### config.mk
export PLATFORM = sky130hd
export DESIGN_NAME = pobc_top
export DESIGN_NICKNAME = d
export VERILOG_FILES = /design/src/design/pobc_pkg.sv /design/src/design/pobc_debounce.sv /design/src/design/pobc_sync.sv /design/src/design/pobc_top.sv
export SDC_FILE = /design/constraint.sdc
export NUM_CORES = 1
export LEC_CHECK = 0
export BUFFER_PORTS_ARGS = -buffer_cell sky130_fd_sc_hd__buf_2
export CAP_MARGIN = 20
export CORE_MARGIN = 3
export CORE_UTILIZATION = 41
export DETAILED_ROUTE_END_ITERATION = 8
export PLACE_DENSITY = 0.62
export SYNTH_ARGS = -nofsm -noshare
export SYNTH_HDL_FRONTEND = slang
export SYNTH_SLANG_ARGS = --single-unit
### constraint.sdc
create_clock -name core_clk -period 18.6 [get_ports core_clk]
set_input_delay 3.72 -clock core_clk [delete_from_list [all_inputs] [get_ports core_clk]]
set_output_delay 3.72 -clock core_clk [all_outputs]
set_load 0.1 [all_outputs]
### src/design/pobc_pkg.sv
// package with constants and carrier types for the panel output and buzzer control block
`default_nettype none
package pobc_pkg;
    // ****
    // register map
    // ****
    localparam logic [3:0] REG_CTRL = 4'h0;
    localparam logic [3:0] REG_OUTCFG = 4'h1;
    localparam logic [3:0] REG_STATUS = 4'h2;
    localparam logic [3:0] REG_CMD = 4'h3;
    // control field positions
    localparam int CTRL_CO_LATCH = 0;
    localparam int CTRL_CO_SUPER = 1;
    localparam int CTRL_WF_LATCH = 2;
    localparam int CTRL_WF_HELPER = 3;
    localparam int CTRL_BUZ_TRBL = 4;
    // control reset: supervisory on, waterflow latch and helper on, buzzer on trouble on
    localparam logic [7:0] CTRL_RST = 8'h1E;
    // output config: [0] norm energised, [1] supervised, [2] door holder, per output 1,2; [8] out3 ne
    localparam logic [8:0] OUTCFG_RST = 9'h022;
    // command bits
    localparam int CMD_CO_RESET = 0;
    localparam int CMD_WF_RESET = 1;
    // ****
    // timing
    // ****
    localparam longint CLK_HZ = 100_000_000;
    localparam longint ALARM_RESOUND_S = 4 * 3600;
    localparam longint TROUBLE_RESOUND_S = 24 * 3600;
    localparam longint ALARM_RESOUND_CYC = ALARM_RESOUND_S * CLK_HZ;
    localparam longint TROUBLE_RESOUND_CYC = TROUBLE_RESOUND_S * CLK_HZ;
    localparam int DEBOUNCE_CYC = 1_000_000;
    localparam int CADENCE_CYC = 25_000_000;
    localparam int BLINK_CYC = 50_000_000;
    // ****
    // carrier types
    // ****
    typedef struct packed {
        logic helper_inhibit;
        logic ack;
        logic silence;
        logic door_disable;
    } pobc_buttons_s;
    typedef struct packed {
        logic helper_led;
        logic co_led;
        logic waterflow_led;
        logic disabled_list_led;
        logic silence_led;
        logic buz_disabled_led;
        logic buz_msg_flash;
    } pobc_leds_s;
    typedef enum logic [1:0] {BUZ_IDLE, BUZ_SOUND, BUZ_SILENCED} pobc_buz_e;
endpackage
`default_nettype wire

### src/design/pobc_debounce.sv
// debouncer with synchroniser and one-cycle press pulse for a push-button
`default_nettype none
module pobc_debounce
    import pobc_pkg::*;
#(
    parameter int STABLE_CYC = DEBOUNCE_CYC
) (
    // clock and reset
    input wire logic core_clk,
    input wire logic rst,
    // button
    input wire logic btn_pin,
    output logic press
);
    logic sync1_ff, sync2_ff, level_ff;
    logic [$clog2(STABLE_CYC+1)-1:0] cnt_ff;

    // two-flop synchroniser; first stage feeds only the second
    always_ff @(posedge core_clk or posedge rst) begin
        if (rst) begin
            sync1_ff <= 1'b0;
            sync2_ff <= 1'b0;
        end else begin
            sync1_ff <= btn_pin;
            sync2_ff <= sync1_ff;
        end
    end

    // level accepted only after it stays stable for the full window
    always_ff @(posedge core_clk or posedge rst) begin
        if (rst) begin
            cnt_ff <= '0;
            level_ff <= 1'b0;
            press <= 1'b0;
        end else begin
            press <= 1'b0;
            if (sync2_ff == level_ff) begin
                cnt_ff <= '0;
            end else if (cnt_ff == ($bits(cnt_ff))'(STABLE_CYC - 1)) begin
                cnt_ff <= '0;
                level_ff <= sync2_ff;
                press <= sync2_ff; // one pulse per press
            end else begin
                cnt_ff <= cnt_ff + 1'b1;
            end
        end
    end
endmodule
`default_nettype wire

### src/design/pobc_sync.sv
// two-flop synchroniser for a vector of field inputs
`default_nettype none
module pobc_sync #(
    parameter int W = 1
) (
    // clock and reset
    input wire logic core_clk,
    input wire logic rst,
    // data
    input wire logic [W-1:0] d_pin,
    output logic [W-1:0] q
);
    logic [W-1:0] s1_ff;

    // first stage is read only by the second
    always_ff @(posedge core_clk or posedge rst) begin
        if (rst) begin
            s1_ff <= '0;
            q <= '0;
        end else begin
            s1_ff <= d_pin;
            q <= s1_ff;
        end
    end
endmodule
`default_nettype wire

### src/design/pobc_top.sv
// panel helper relay, onboard outputs, co and waterflow latching and buzzer control
// Contract
// - helper relay on: enabled device alarm with option
// - inhibit kills onboard and loop helper relays
// - inhibit entry: led, relays off, buzzer, trouble
// - ack silences; new disablement resounds buzzer
// - inhibit button toggles; led shows inhibit
// - outputs 1,2 default supervised, de-energised, configurable
// - output 3 follows mapped source or energised
// - co lights led; latch holds until reset
// - co latch defaults off, follows input
// - co makes supervisory event when flag set
// - co detector fault raises trouble
// - waterflow lights led, event names source
// - waterflow latched and drives helper by default
// - door disable toggles, holders off, led on
// - buzzer: rapid for alarm, steady for trouble
// - silence switch or ack quiets buzzer
// - new alarm or trouble resounds buzzer
// - resound after 4 h alarm, 24 h trouble
// - silence led blinks partial, steady all panels
// - buzzer on trouble is a global option
// - buzzer disable switch lights led, flashes message
`default_nettype none
module pobc_top
    import pobc_pkg::*;
#(
    parameter int N_DEV = 8,
    parameter int N_CO = 4,
    parameter int N_WF = 4,
    parameter int N_LOOP = 8,
    parameter longint ALARM_RESOUND = ALARM_RESOUND_CYC,
    parameter longint TROUBLE_RESOUND = TROUBLE_RESOUND_CYC,
    parameter int DEBOUNCE = DEBOUNCE_CYC,
    parameter int CADENCE = CADENCE_CYC,
    parameter int BLINK = BLINK_CYC
) (
    // clock and reset
    input wire logic core_clk,
    input wire logic rst,
    // register port
    input wire logic [3:0] reg_addr,
    input wire logic [15:0] reg_wdata,
    input wire logic reg_wr,
    input wire logic reg_rd,
    output logic [15:0] reg_rdata,
    // operator pins
    input wire pobc_buttons_s btn_pins,
    input wire logic buz_disable_pin,
    // field device states
    input wire logic [N_DEV-1:0] dev_alarm,
    input wire logic [N_DEV-1:0] dev_disabled,
    input wire logic [N_DEV-1:0] dev_helper_opt,
    input wire logic [N_CO-1:0] co_active_pin,
    input wire logic [N_CO-1:0] co_fault_pin,
    input wire logic [N_WF-1:0] wf_active_pin,
    input wire logic [N_LOOP-1:0] loop_helper_req,
    input wire logic [N_LOOP-1:0] loop_is_helper,
    input wire logic [1:0] door_req,
    input wire logic out3_source,
    input wire logic other_trouble,
    input wire logic net_silenced_any,
    input wire logic net_silenced_all,
    // relays and outputs
    output logic helper_relay,
    output logic [N_LOOP-1:0] loop_relay,
    output logic [1:0] out12_relay,
    output logic [1:0] out12_supervised,
    output logic out3_relay,
    output logic buzzer,
    output pobc_leds_s leds,
    // events
    output logic trouble,
    output logic supervisory_evt,
    output logic wf_evt,
    output logic [N_WF-1:0] wf_evt_src
);
    // ****
    // input conditioning
    // ****
    logic p_inhibit, p_ack, p_silence, p_door;
    logic [N_CO-1:0] co_act, co_flt;
    logic [N_WF-1:0] wf_act;
    logic buz_dis;

    pobc_debounce #(.STABLE_CYC(DEBOUNCE)) u_db_inh (.core_clk(core_clk), .rst(rst),
        .btn_pin(btn_pins.helper_inhibit), .press(p_inhibit));
    pobc_debounce #(.STABLE_CYC(DEBOUNCE)) u_db_ack (.core_clk(core_clk), .rst(rst),
        .btn_pin(btn_pins.ack), .press(p_ack));
    pobc_debounce #(.STABLE_CYC(DEBOUNCE)) u_db_sil (.core_clk(core_clk), .rst(rst),
        .btn_pin(btn_pins.silence), .press(p_silence));
    pobc_debounce #(.STABLE_CYC(DEBOUNCE)) u_db_door (.core_clk(core_clk), .rst(rst),
        .btn_pin(btn_pins.door_disable), .press(p_door));
    pobc_sync #(.W(2 * N_CO + N_WF + 1)) u_sync (.core_clk(core_clk), .rst(rst),
        .d_pin({co_active_pin, co_fault_pin, wf_active_pin, buz_disable_pin}),
        .q({co_act, co_flt, wf_act, buz_dis}));

    // ****
    // registers
    // ****
    logic [7:0] ctrl_ff;
    logic [8:0] outcfg_ff;
    logic co_reset, wf_reset;
    logic [15:0] status;

    // software-written configuration
    always_ff @(posedge core_clk or posedge rst) begin
        if (rst) begin
            ctrl_ff <= CTRL_RST;
            outcfg_ff <= OUTCFG_RST;
        end else if (reg_wr) begin
            if (reg_addr == REG_CTRL) begin
                ctrl_ff <= reg_wdata[7:0];
            end
            if (reg_addr == REG_OUTCFG) begin
                outcfg_ff <= reg_wdata[8:0];
            end
        end
    end

    assign co_reset = reg_wr && reg_addr == REG_CMD && reg_wdata[CMD_CO_RESET];
    assign wf_reset = reg_wr && reg_addr == REG_CMD && reg_wdata[CMD_WF_RESET];

    // read data stands the cycle after the strobe; unmapped reads zero
    always_ff @(posedge core_clk or posedge rst) begin
        if (rst) begin
            reg_rdata <= 16'h0000;
        end else if (reg_rd) begin
            unique case (reg_addr)
                REG_CTRL: reg_rdata <= {8'h00, ctrl_ff};
                REG_OUTCFG: reg_rdata <= {7'h00, outcfg_ff};
                REG_STATUS: reg_rdata <= status;
                default: reg_rdata <= 16'h0000;
            endcase
        end else begin
            reg_rdata <= 16'h0000;
        end
    end

    // ****
    // helper relay inhibit and door disable
    // ****
    logic inhibit_ff, door_dis_ff;

    // alternate presses toggle each function
    always_ff @(posedge core_clk or posedge rst) begin
        if (rst) begin
            inhibit_ff <= 1'b0;
            door_dis_ff <= 1'b0;
        end else begin
            if (p_inhibit) begin
                inhibit_ff <= !inhibit_ff;
            end
            if (p_door) begin
                door_dis_ff <= !door_dis_ff;
            end
        end
    end

    // ****
    // carbon monoxide and waterflow latches
    // ****
    logic [N_CO-1:0] co_latch_ff, co_state, co_prev_ff, co_flt_prev_ff;
    logic [N_WF-1:0] wf_latch_ff, wf_state, wf_prev_ff;
    logic co_any, wf_any, co_trouble;

    // latch held until panel reset; set wins over reset
    always_ff @(posedge core_clk or posedge rst) begin
        if (rst) begin
            co_latch_ff <= '0;
            wf_latch_ff <= '0;
        end else begin
            co_latch_ff <= (co_reset ? '0 : co_latch_ff) | co_act;
            wf_latch_ff <= (wf_reset ? '0 : wf_latch_ff) | wf_act;
        end
    end

    assign co_state = ctrl_ff[CTRL_CO_LATCH] ? (co_latch_ff | co_act) : co_act;
    assign wf_state = ctrl_ff[CTRL_WF_LATCH] ? (wf_latch_ff | wf_act) : wf_act;
    assign co_any = |co_state;
    assign wf_any = |wf_state;
    assign co_trouble = |co_flt;

    // rising edges make the event pulses
    always_ff @(posedge core_clk or posedge rst) begin
        if (rst) begin
            co_prev_ff <= '0;
            wf_prev_ff <= '0;
            co_flt_prev_ff <= '0;
            supervisory_evt <= 1'b0;
            wf_evt <= 1'b0;
            wf_evt_src <= '0;
        end else begin
            co_prev_ff <= co_state;
            wf_prev_ff <= wf_state;
            co_flt_prev_ff <= co_flt;
            supervisory_evt <= ctrl_ff[CTRL_CO_SUPER] && |(co_state & ~co_prev_ff);
            wf_evt <= |(wf_state & ~wf_prev_ff);
            wf_evt_src <= wf_state & ~wf_prev_ff;
        end
    end

    // ****
    // relays
    // ****
    logic helper_req;
    assign helper_req = |(dev_alarm & ~dev_disabled & dev_helper_opt)
        || (ctrl_ff[CTRL_WF_HELPER] && wf_any);

    // relay drives registered; inhibit forces every helper relay off
    always_ff @(posedge core_clk or posedge rst) begin
        if (rst) begin
            helper_relay <= 1'b0;
            loop_relay <= '0;
            out12_relay <= 2'b00;
            out3_relay <= 1'b0;
        end else begin
            helper_relay <= helper_req && !inhibit_ff;
            loop_relay <= loop_helper_req & ~({N_LOOP{inhibit_ff}} & loop_is_helper);
            for (int i = 0; i < 2; i++) begin
                // door holders are dropped while disabled
                out12_relay[i] <= (outcfg_ff[4*i] || door_req[i])
                    && !(outcfg_ff[4*i+2] && door_dis_ff);
            end
            out3_relay <= outcfg_ff[8] || out3_source;
        end
    end

    always_ff @(posedge core_clk or posedge rst) begin
        if (rst) begin
            out12_supervised <= 2'b00;
        end else begin
            out12_supervised <= {outcfg_ff[5], outcfg_ff[1]};
        end
    end

    // ****
    // buzzer
    // ****
    pobc_buz_e buz_st_ff;
    logic alarm_any, trbl_any, trbl_sound, trbl_prev_ff, inh_prev_ff;
    logic [N_DEV-1:0] dev_prev_ff;
    logic new_cond, resound;
    logic [47:0] sil_cnt_ff;
    logic [$clog2(CADENCE+1)-1:0] cad_cnt_ff;
    logic [$clog2(BLINK+1)-1:0] blk_cnt_ff;
    logic cad_ff, blk_ff;

    assign alarm_any = |dev_alarm || wf_any;
    assign trbl_any = other_trouble || co_trouble || inhibit_ff;
    assign trbl_sound = trbl_any && ctrl_ff[CTRL_BUZ_TRBL];
    // a fresh alarm, trouble, or fresh inhibit counts as new
    assign new_cond = |(dev_alarm & ~dev_prev_ff) || |(wf_state & ~wf_prev_ff)
        || (trbl_sound && !trbl_prev_ff) || (inhibit_ff && !inh_prev_ff)
        || |(co_flt & ~co_flt_prev_ff);
    assign resound = (alarm_any && sil_cnt_ff >= 48'(ALARM_RESOUND))
        || (sil_cnt_ff >= 48'(TROUBLE_RESOUND));

    always_ff @(posedge core_clk or posedge rst) begin
        if (rst) begin
            dev_prev_ff <= '0;
            trbl_prev_ff <= 1'b0;
            inh_prev_ff <= 1'b0;
        end else begin
            dev_prev_ff <= dev_alarm;
            trbl_prev_ff <= trbl_sound;
            inh_prev_ff <= inhibit_ff;
        end
    end

    // new conditions win over silence in the same cycle
    always_ff @(posedge core_clk or posedge rst) begin
        if (rst) begin
            buz_st_ff <= BUZ_IDLE;
        end else begin
            unique case (buz_st_ff)
                BUZ_IDLE: if (alarm_any || trbl_sound) buz_st_ff <= BUZ_SOUND;
                BUZ_SOUND: begin
                    if (!(alarm_any || trbl_sound)) begin
                        buz_st_ff <= BUZ_IDLE;
                    end else if ((p_silence || p_ack) && !new_cond) begin
                        buz_st_ff <= BUZ_SILENCED;
                    end
                end
                BUZ_SILENCED: begin
                    if (!(alarm_any || trbl_sound)) begin
                        buz_st_ff <= BUZ_IDLE;
                    end else if (new_cond || resound) begin
                        buz_st_ff <= BUZ_SOUND;
                    end
                end
            endcase
        end
    end

    // silence timer counts while silenced
    always_ff @(posedge core_clk or posedge rst) begin
        if (rst) begin
            sil_cnt_ff <= '0;
        end else if (buz_st_ff == BUZ_SILENCED) begin
            sil_cnt_ff <= sil_cnt_ff + 48'h1;
        end else begin
            sil_cnt_ff <= '0;
        end
    end

    // free-running cadence and blink dividers
    always_ff @(posedge core_clk or posedge rst) begin
        if (rst) begin
            cad_cnt_ff <= '0;
            blk_cnt_ff <= '0;
            cad_ff <= 1'b0;
            blk_ff <= 1'b0;
        end else begin
            if (cad_cnt_ff == ($bits(cad_cnt_ff))'(CADENCE - 1)) begin
                cad_cnt_ff <= '0;
                cad_ff <= !cad_ff;
            end else begin
                cad_cnt_ff <= cad_cnt_ff + 1'b1;
            end
            if (blk_cnt_ff == ($bits(blk_cnt_ff))'(BLINK - 1)) begin
                blk_cnt_ff <= '0;
                blk_ff <= !blk_ff;
            end else begin
                blk_cnt_ff <= blk_cnt_ff + 1'b1;
            end
        end
    end

    // alarm pattern beats trouble; local disable switch mutes the sounder only
    always_ff @(posedge core_clk or posedge rst) begin
        if (rst) begin
            buzzer <= 1'b0;
            trouble <= 1'b0;
        end else begin
            buzzer <= buz_st_ff == BUZ_SOUND && !buz_dis
                && (alarm_any ? cad_ff : 1'b1);
            trouble <= trbl_any;
        end
    end

    // ****
    // leds and status
    // ****
    always_ff @(posedge core_clk or posedge rst) begin
        if (rst) begin
            leds <= '0;
        end else begin
            leds.helper_led <= inhibit_ff;
            leds.co_led <= co_any;
            leds.waterflow_led <= wf_any;
            leds.disabled_list_led <= door_dis_ff;
            leds.silence_led <= net_silenced_all ? 1'b1
                : ((net_silenced_any || buz_st_ff == BUZ_SILENCED) && blk_ff);
            leds.buz_disabled_led <= buz_dis;
            leds.buz_msg_flash <= buz_dis && blk_ff;
        end
    end

    assign status = {4'h0, buz_dis, buz_st_ff == BUZ_SILENCED, buz_st_ff == BUZ_SOUND,
        trbl_any, alarm_any, co_trouble, wf_any, co_any, door_dis_ff, inhibit_ff,
        helper_relay, out3_relay};
endmodule
`default_nettype wire

==> results of run 1 <==
## flip-flops by register name, indices dropped and copies added, names as in the netlist, 4 cells and up
name,flops
co_latch_ff,4
sil_cnt_ff,48
ctrl_ff,8
leds,7
u_db_inh.cnt_ff,20
loop_relay,8
wf_evt_src,4
cad_cnt_ff,25
wf_latch_ff,4
u_db_ack.cnt_ff,20
u_sync.q,13
u_db_sil.cnt_ff,20
co_flt_prev_ff,4
blk_cnt_ff,26
reg_rdata,12
outcfg_ff,9
wf_prev_ff,4
dev_prev_ff,8
u_sync.s1_ff,13
u_db_door.cnt_ff,20
co_prev_ff,4
## through the flow
stage | utilization [%] | power (mW) | instance area (sq um) | cells | hold WS [ns]
global route | 49.6 | 1.69 | 15900 | 1824 | 0.352
floorplan | - | 0.859 | 13500 | 1229 | 0.331
detailed placement | 45.5 | 0.896 | 14600 | 1757 | 0.335
finish | 49.6 | 1.62 | 15900 | 1824 | 0.344
CTS | 49.4 | 1.64 | 15800 | 1821 | 0.347
global placement | 45.5 | 0.894 | 14600 | 1757 | 0.333
## path summary, 6_finish.rpt
| check | startpoint | end | slack, ns | cells after the start |
|---|---|---|---|---|
| hold / removal | u_sync.s1_ff[10] | u_sync.q[10] | 0.34 | 0 |
| max in group asynchronous | rst | reg_rdata[7] | 13.60 | 4 |
| setup reg to reg | sil_cnt_ff[5] | sil_cnt_ff[41] | 16.04 | 7 |
| setup / recovery | dev_alarm[4] | buz_st_ff[0] | 13.38 | 7 |
| min in group asynchronous | rst | u_db_ack.cnt_ff[19] | 3.15 | 2 |
| hold reg to reg | u_sync.s1_ff[10] | u_sync.q[10] | 0.34 | 0 |
## metal layers
| metal | vias to the layer above | global-route usage, % | part of all wire (%) |
|---|---|---|---|
| met5 | - | 0 | 0 |
| li1 | 4412 | - | - |
| met2 | 115 | 23.7 | 47 |
| met3 | 29 | 2.71 | 3.6 |
| met1 | 4374 | 19.8 | 47 |
| met4 | 0 | 3.43 | 1.7 |
## layout by cell type (no fill, tap or decap), types with 6 or more instances in the layout
cell / synthesis / final
a21boi_0: 8 / 8
a21o_1: 13 / 13
a21oi_1: 24 / 24
and2_1: 52 / 52
and3_1: 30 / 30
and4_1: 17 / 17
buf_2: 0 / 120
bufinv_16: 0 / 6
clkbuf_16: 0 / 37
clkinv_2: 0 / 10
dfrtp_1: 308 / 308
dfstp_2: 6 / 6
ha_1: 11 / 11
inv_1: 35 / 34
mux2_2: 20 / 20
mux2i_1: 9 / 9
nand2_1: 72 / 72
nand3_1: 80 / 80
nand4_1: 31 / 31
nor2_1: 170 / 170
nor2b_1: 11 / 11
nor3_1: 21 / 21
nor4_1: 16 / 16
o21ai_0: 9 / 9
o22ai_1: 8 / 8
or3_1: 11 / 11
xnor2_1: 76 / 76
xor2_1: 88 / 88
## final cells by class
type | count | area [sq um]
well taps | 435 | 544
flip-flops and latches | 314 | 7870
fillers | 2956 | 16200
repair buffers | 126 | 686
diodes | 1 | 2.50
clock buffers | 46 | 1010
clock inverters | 18 | 248
multi-input cells | 849 | 5400
inverters | 35 | 139
## critical path: stages
cell and delay (ns):
buf_2 0.13, a222oi_1 0.38, o2111ai_1 0.28, a2111oi_4 0.40
o31ai_1 0.16, o21a_4 0.25, mux2_4 0.29
## report_power, final
part | internal, mW | switching (mW)
clock | 0.467 | 0.267
combinational | 0.0459 | 0.107
sequential | 0.714 | 0.0172
total | 1.23 | 0.391
## cell families (layout without fill, tap and decap cells)
kind of cell	Yosys count	count (layout)	synth area share [%]
fa+ha+maj	11	11	1.02
compound gates	88	88	4.48
xor+xnor	164	164	10.6
simple gates	551	551	21.2
other cells	1	5	0.0277
flops	314	314	58.2
buf+inv	66	225	1.97
mux	31	31	2.53
==> results.txt, run 1 <==
Final nets = 1460
P_leak = 7.31 nW
crit path DAT = 5.62 ns
Crit. End Element = flip-flop
mapped cell area = 13500 sq um
DR WL/cell = 13.9 um
Yosys cell types = 62
initial antenna violation count = 1
Routed Antenna Nets = 0
post-synth top area share = 57.0%
Peak VDD IR = 60.2 uV
top post-synthesis cells by area = dfrtp_1 57%, xor2_1 5.7%, xnor2_1 4.9%
Reg clk slew, reported paths = 0.06 ns
clk_lat worst skew = 0.51 ns
skew final = 0.0175 ns
post-route clock period utilization = 28.1%
worst setup slack after layout = 13.38 ns
hold_buf cts = 0
Die W = 188 um
Port Buf Inserts = 120
Die ar. = 35200 sq um
Placer Congestion = 0.773
Finish-stage setup viols = 0
#FFs+latches synth = 314
final wirelength = 25.3 mm
Pwr Density = 102 nW/um^2
hpwl dp = 16.9 mm
Final Hold Viols = 0
post-CTS repair timing setup buffer count = 0
mean post-synth cell area = 11.0 sq um
f_max = 192 MHz
drt initial violations = 486
Layout area overhead = 17.6%
DR pass1 iterations = 5
ys flop type = dfrtp_1
clock root buffer = clkbuf_16
crit start category = input port
Via density = 4.90
post-cts gate resize count = 0
Ys Warns = 0
Slew Limit Fails = 0
die height = 188 um
H-Tree Level Count = 2
total track usage = 14.4%
RSZ-0062 raised after global routing = false
cts bufs inserted = 36
outcome = finished clean
Post-synth top cells = 308 x dfrtp_1, 170 x nor2_1, 88 x xor2_1
Synth area leader = dfrtp_1
largest net degree at the start of global routing = 154
first-pass GRT wire length = 43.4 mm
vias in the first global route = 8959
Core ar. = 32000 sq um
grt ovf = 0
# clock sinks = 314
worst-margin pin slew = 0.948 ns
slew margin rel. = 36.8%
Place WS = 12.83 ns
boundary pin count = 132
count leader, synth = dfrtp_1
Max FO, Critical Path = 4
cells after synthesis = 1226
Max Cap Viol = 0
CTS max path bufs = 3
share of cells above drive strength 1 = 16.6%
crit path kind = input port to flip-flop
Final Critical Period = 5.22 ns
DRC viols = 0
HP Class = flip-flop to flip-flop
Starting Density = 42.2%
row count = 65
WP data required = 19.00 ns
CTS tree = yes
fraction of registers with async set/reset = 100%
sequential element share of the synthesized area = 58.2%
Post-synth EDFFs = 0
setup TNS = 0 ns
total number of vias = 8930
Note: power is estimated with default switching activity, not from simulation.
==> run 2: changes to the inputs <==
PLACE_DENSITY = 0.64   (was 0.62)
clock period = 4.2 ns   (was 18.6 ns; I/O delays follow)
==> run 2 against run 1 <==
Effect of this change:
- final area is 0.60% lower
- largest power group is now sequential cells
- cell count is 0.11% lower
- first-iteration DRC count decreased by 12%
- sequential cell count did not move
- via count is 0.16% higher
- sequential power increased to 4.4 times the previous value
- worst setup slack got worse by 12 ns
- worst hold slack better by 0.0018 ns
- critical path depth unchanged
- core utilization decreased by 0.30 points
- critical path type is now flip-flop to flip-flop
==> results.txt, run 2 (synthesis gave the netlist of run 1 again) <==
Peak VDD IR = 260 uV
boundary pin count = 132
cts bufs inserted = 35
Worst Hold Launch = u_db_ack.sync1_ff
Slew Limit Fails = 0
outcome = finished clean
final wirelength = 25.7 mm
Pwr Density = 438 nW/um^2
P_leak = 7.26 nW
slew margin rel. = 37.7%
post-CTS repair timing setup buffer count = 0
Reg power frac = 46.8%
Die W = 188 um
CP max stage delay = 0.58 ns
Final nets = 1460
post-route clock period utilization = 60.3%
HP Class = flip-flop to flip-flop
CP bufs+invs = 0
Port Buf Inserts = 120
Pint = 5.19 mW
DR WL/cell = 14.1 um
H-Tree Level Count = 2
Starting Density = 42.2%
die height = 188 um
first-pass GRT wire length = 44.7 mm
number of cells in the finished layout apart from fillers = 1822
crit path kind = flip-flop to flip-flop
clock root buffer = clkbuf_16
WP depth = 7
share of cells above drive strength 1 = 16.6%
CTS max path bufs = 3
met2 WL = 11.8 mm
Total Power = 6.92 mW
antenna cells = 0
RSZ-0062 raised after global routing = false
P_sw = 1.73 mW
hold_buf cts = 0
row count = 65
max FFs per register = 48
DR WL met3 = 980 um
Sw Share = 25.0%
Placer Congestion = 0.794
DR pass1 iterations = 5
highest routed layer = met4
Crit. End Element = flip-flop
largest registers = sil_cnt_ff: 48 flops, blk_cnt_ff: 26 flops, cad_cnt_ff: 25 flops
DRC viols = 0
Reg clk slew, reported paths = 0.06 ns
Final Hold Viols = 0
clk_lat worst skew = 0.52 ns
most frequent cells in the layout = 308 x dfrtp_1, 170 x nor2_1, 120 x buf_2
slowest CP cell = or4_4
Max Cap Viol = 0
WP data required = 4.61 ns
R2R Path Start = u_sync.q[5]
combinational share of power = 9.9%
Final Critical Period = 2.53 ns
post-cts gate resize count = 0
total track usage = 15.0%
Via density = 4.91
hold path depth = 0
# clock sinks = 314
skew final = 0.0280 ns
Clk pwr share = 43.3%
initial antenna violation count = 0
Layout area overhead = 16.9%
f_max = 395 MHz
largest net degree at the start of global routing = 117
grt ovf = 0
hpwl dp = 17.9 mm
Core ar. = 32000 sq um
crit path cell chain = or4_4 -> o31a_4 -> or3_4 -> o21a_1 -> a21o_1 -> o21a_4 -> mux2_4
vias in the first global route = 8959
Inst Count DP = 1760
Worst Setup SP = u_sync.q[5]
total number of vias = 8944
Finish-stage setup viols = 0
crit start category = flip-flop
worst-margin pin slew = 0.933 ns
commonest non-fill, non-tap cell in the layout = dfrtp_1
Reg with most FFs = sil_cnt_ff
worst-case reg-to-reg path depth = 7
Max FO, Critical Path = 4
crit path DAT = 2.94 ns
drt initial violations = 430
WL met1 = 12.5 mm
largest delay contributor family on the critical path = simple AND/OR/NAND/NOR gates
CTS tree = yes
Die ar. = 35200 sq um
Routed Antenna Nets = 0
run 2: layout make-up:
cell class | count | area, sq um
clock buffer | 50 | 1060
clock inverter | 12 | 100
fill | 2954 | 16200
inverter | 35 | 135
multi-input combinational | 849 | 5400
sequential | 314 | 7870
tap | 435 | 544
timing repair buffer | 127 | 691
run 2: path summary, 6_finish.rpt:
kind | to | slack [ns]
worst max-delay path | buz_st_ff[0] | 1.67
worst min-delay path | u_db_ack.sync2_ff | 0.35
worst max register to register | buz_st_ff[0] | 1.67
worst min register to register | u_db_ack.sync2_ff | 0.35
max in group asynchronous | sil_cnt_ff[45] | 2.89
min in group asynchronous | loop_relay[7] | 0.36
run 2: metrics by stage:
step	setup slack, ns	util [%]	instance area [sq um]	setup TNS (ns)	hold WS, ns
3_3_place_gp	1.52	45.7	14600	0	0.333
3_5_place_dp	1.49	45.7	14600	0	0.335
5_1_grt	1.39	49.3	15800	0	0.352
2_1_floorplan	-0.818	-	13500	-251.94	0.331
4_1_cts	1.59	49.3	15800	0	0.347
6_report	1.67	49.3	15800	0	0.346
run 2: per-layer routing:
layer / track usage, % / vias to the layer above
met5: 0 / -
met4: 4.24 / 0
met3: 2.84 / 32
met2: 23.2 / 113
met1: 21.7 / 4380
li1: - / 4419
run 2: power groups by stage:
| stage | Clock, mW | Combinational [mW] | Sequential, mW |
|---|---|---|---|
| 3_3_place_gp | 0 | 0.682 | 3.29 |
| 5_1_grt | 3.24 | 0.743 | 3.25 |
| 2_1_floorplan | 0 | 0.322 | 3.48 |
| 6_report | 3.00 | 0.681 | 3.24 |
| 4_1_cts | 3.09 | 0.695 | 3.24 |
| 3_5_place_dp | 0 | 0.694 | 3.29 |
==> run 3: changes to the inputs <==
PLACE_DENSITY = 0.62   (was 0.64)
clock period = 2.4 ns   (was 4.2 ns; I/O delays follow)
==> run 3 against run 2 <==
Effect of this change:
- the flow now finishes with violations (setup timing)
- highest routed layer is now met5
- count of clock-buffer cells in the layout is 1 lower
- critical endpoint unchanged
- routed wire length is 3.6% higher
- core utilization is 1.6 points higher
- critical path type unchanged
==> results.txt, run 3 (synthesis gave the netlist of run 1 again) <==
outcome = finished with violations
violated checks = setup timing
max FFs per register = 48
crit path kind = flip-flop to flip-flop
worst-margin pin slew = 0.690 ns
clk_lat worst skew = 0.51 ns
most frequent cells in the layout = 307 x dfrtp_1, 169 x nor2_1, 120 x buf_2
Finish-stage setup viols = 2
Reg clk slew, reported paths = 0.06 ns
worst setup slack after layout = -0.0449 ns
highest routed layer = met5
met2 WL = 12.1 mm
final wirelength = 26.7 mm
total number of vias = 9176
CP max stage delay = 0.55 ns
HP Class = input port to flip-flop
Die W = 188 um
clock root buffer = clkbuf_16
hpwl dp = 18.5 mm
DRC viols = 0
f_max = 409 MHz
R2R Path End = buz_st_ff[0]
commonest non-fill, non-tap cell in the layout = dfrtp_1
Reg with most FFs = sil_cnt_ff
Layout area overhead = 20.7%
skew final = 0.0135 ns
Final Hold Viols = 0
H-Tree Level Count = 2
WP data required = 2.79 ns
P_leak = 7.58 nW
Final Critical Period = 2.44 ns
largest registers = sil_cnt_ff: 48 flops, blk_cnt_ff: 26 flops, cad_cnt_ff: 25 flops
post-route clock period utilization = 102%
crit start category = flip-flop
slew margin rel. = 53.5%
Peak VDD IR = 463 uV
DR WL met3 = 1.27 mm
initial antenna violation count = 1
antenna cells = 0
Pwr Density = 768 nW/um^2
RSZ-0062 raised after global routing = true
worst-case reg-to-reg path depth = 7
drt initial violations = 408
Starting Density = 42.2%
DR WL/cell = 14.2 um
area of the multi-input gates = 5400 sq um
total track usage = 15.5%
CTS tree = yes
# clock sinks = 314
Crit. End Element = flip-flop
Total Power = 12.5 mW
R2R Path Start = u_sync.q[5]
Worst Setup EP = buz_st_ff[0]
crit path cell chain = or4_4 -> o31a_4 -> or3_4 -> o21a_1 -> a21o_1 -> o21a_4 -> mux2_4
Routed Antenna Nets = 0
grt ovf = 0
boundary pin count = 132
R2R Setup Slk = -0.04 ns
Reg area = 7870 sq um
largest net degree at the start of global routing = 88
first-pass GRT wire length = 46.1 mm
die height = 188 um
slowest CP cell = or4_4
fill cell count = 2938
Slew Limit Fails = 0
WL met1 = 12.7 mm
Core ar. = 32000 sq um
Port Buf Inserts = 120
vias in the first global route = 9443
CP bufs+invs = 0
crit path DAT = 2.84 ns
CTS max path bufs = 3
Final nets = 1516
largest delay contributor family on the critical path = simple AND/OR/NAND/NOR gates
Via density = 4.88
setup TNS = -0.0520 ns
Placer Congestion = 0.771
Die ar. = 35200 sq um
share of cells above drive strength 1 = 20.1%
Max Cap Viol = 0
cts bufs inserted = 36
WP depth = 7
row count = 65
Max FO, Critical Path = 4
DR pass1 iterations = 4
Worst Setup SP = u_sync.q[5]
worst hold slack = 0.0732 ns
==> run 3: stage by stage <==
stage | util (%) | std cells | worst slack [ns] | instance area (sq um)
6_report | 50.9 | 1880 | -0.0449 | 16300
5_1_grt | 50.9 | 1880 | -0.0883 | 16300
4_1_cts | 50.9 | 1879 | -0.0408 | 16300
3_5_place_dp | 47.0 | 1812 | -0.255 | 15000
3_3_place_gp | 47.0 | 1812 | -0.243 | 15000
2_1_floorplan | - | 1229 | -2.26 | 13500
==> run 3: repair_timing <==
| action | 4_1_cts | 5_1_grt |
|---|---|---|
| resized for setup | 0 | 3 |
| setup endpoints to repair | 2 | 6 |
| hold endpoints to repair | 11 | 0 |
| hold buffers | 1 | 0 |
| pin swaps | 1 | 0 |
| buffers inserted | 1 | 1 |
==> run 3: final cells by class <==
type / count / share of cell area (%)
inverter: 35 / 0.828
multi-input combinational: 849 / 33.1
sequential: 314 / 48.2
timing repair buffer: 182 / 6.93
tap: 435 / 3.34
clock inverter: 16 / 1.02
clock buffer: 49 / 6.57
==> run 3: worst min-delay path by stage <==
stage | from | endpoint | slack (ns) | cells after the start
after CTS | co_active_pin[0] | u_sync.s1_ff[9] | 0.05 | 1
after global routing | co_active_pin[1] | u_sync.s1_ff[10] | 0.04 | 1
after detailed placement | u_sync.s1_ff[11] | u_sync.q[11] | 0.34 | 0
final | co_active_pin[0] | u_sync.s1_ff[9] | 0.07 | 1
after global placement | u_sync.s1_ff[0] | u_sync.q[0] | 0.33 | 0
after floorplan | u_db_ack.sync1_ff | u_db_ack.sync2_ff | 0.33 | 0
==> run 3: where the power goes <==
part           total, mW  switching (mW)  internal [mW]
Clock               5.58            2.13           3.46
Combinational       1.27           0.858          0.417
Sequential          5.67           0.135           5.53
==> run 3: routing by layer <==
layer,vias to the layer above,global-route usage (%)
met5,-,0
met4,2,4.50
met3,46,3.44
met2,140,24.2
met1,4455,21.8
li1,4533,-
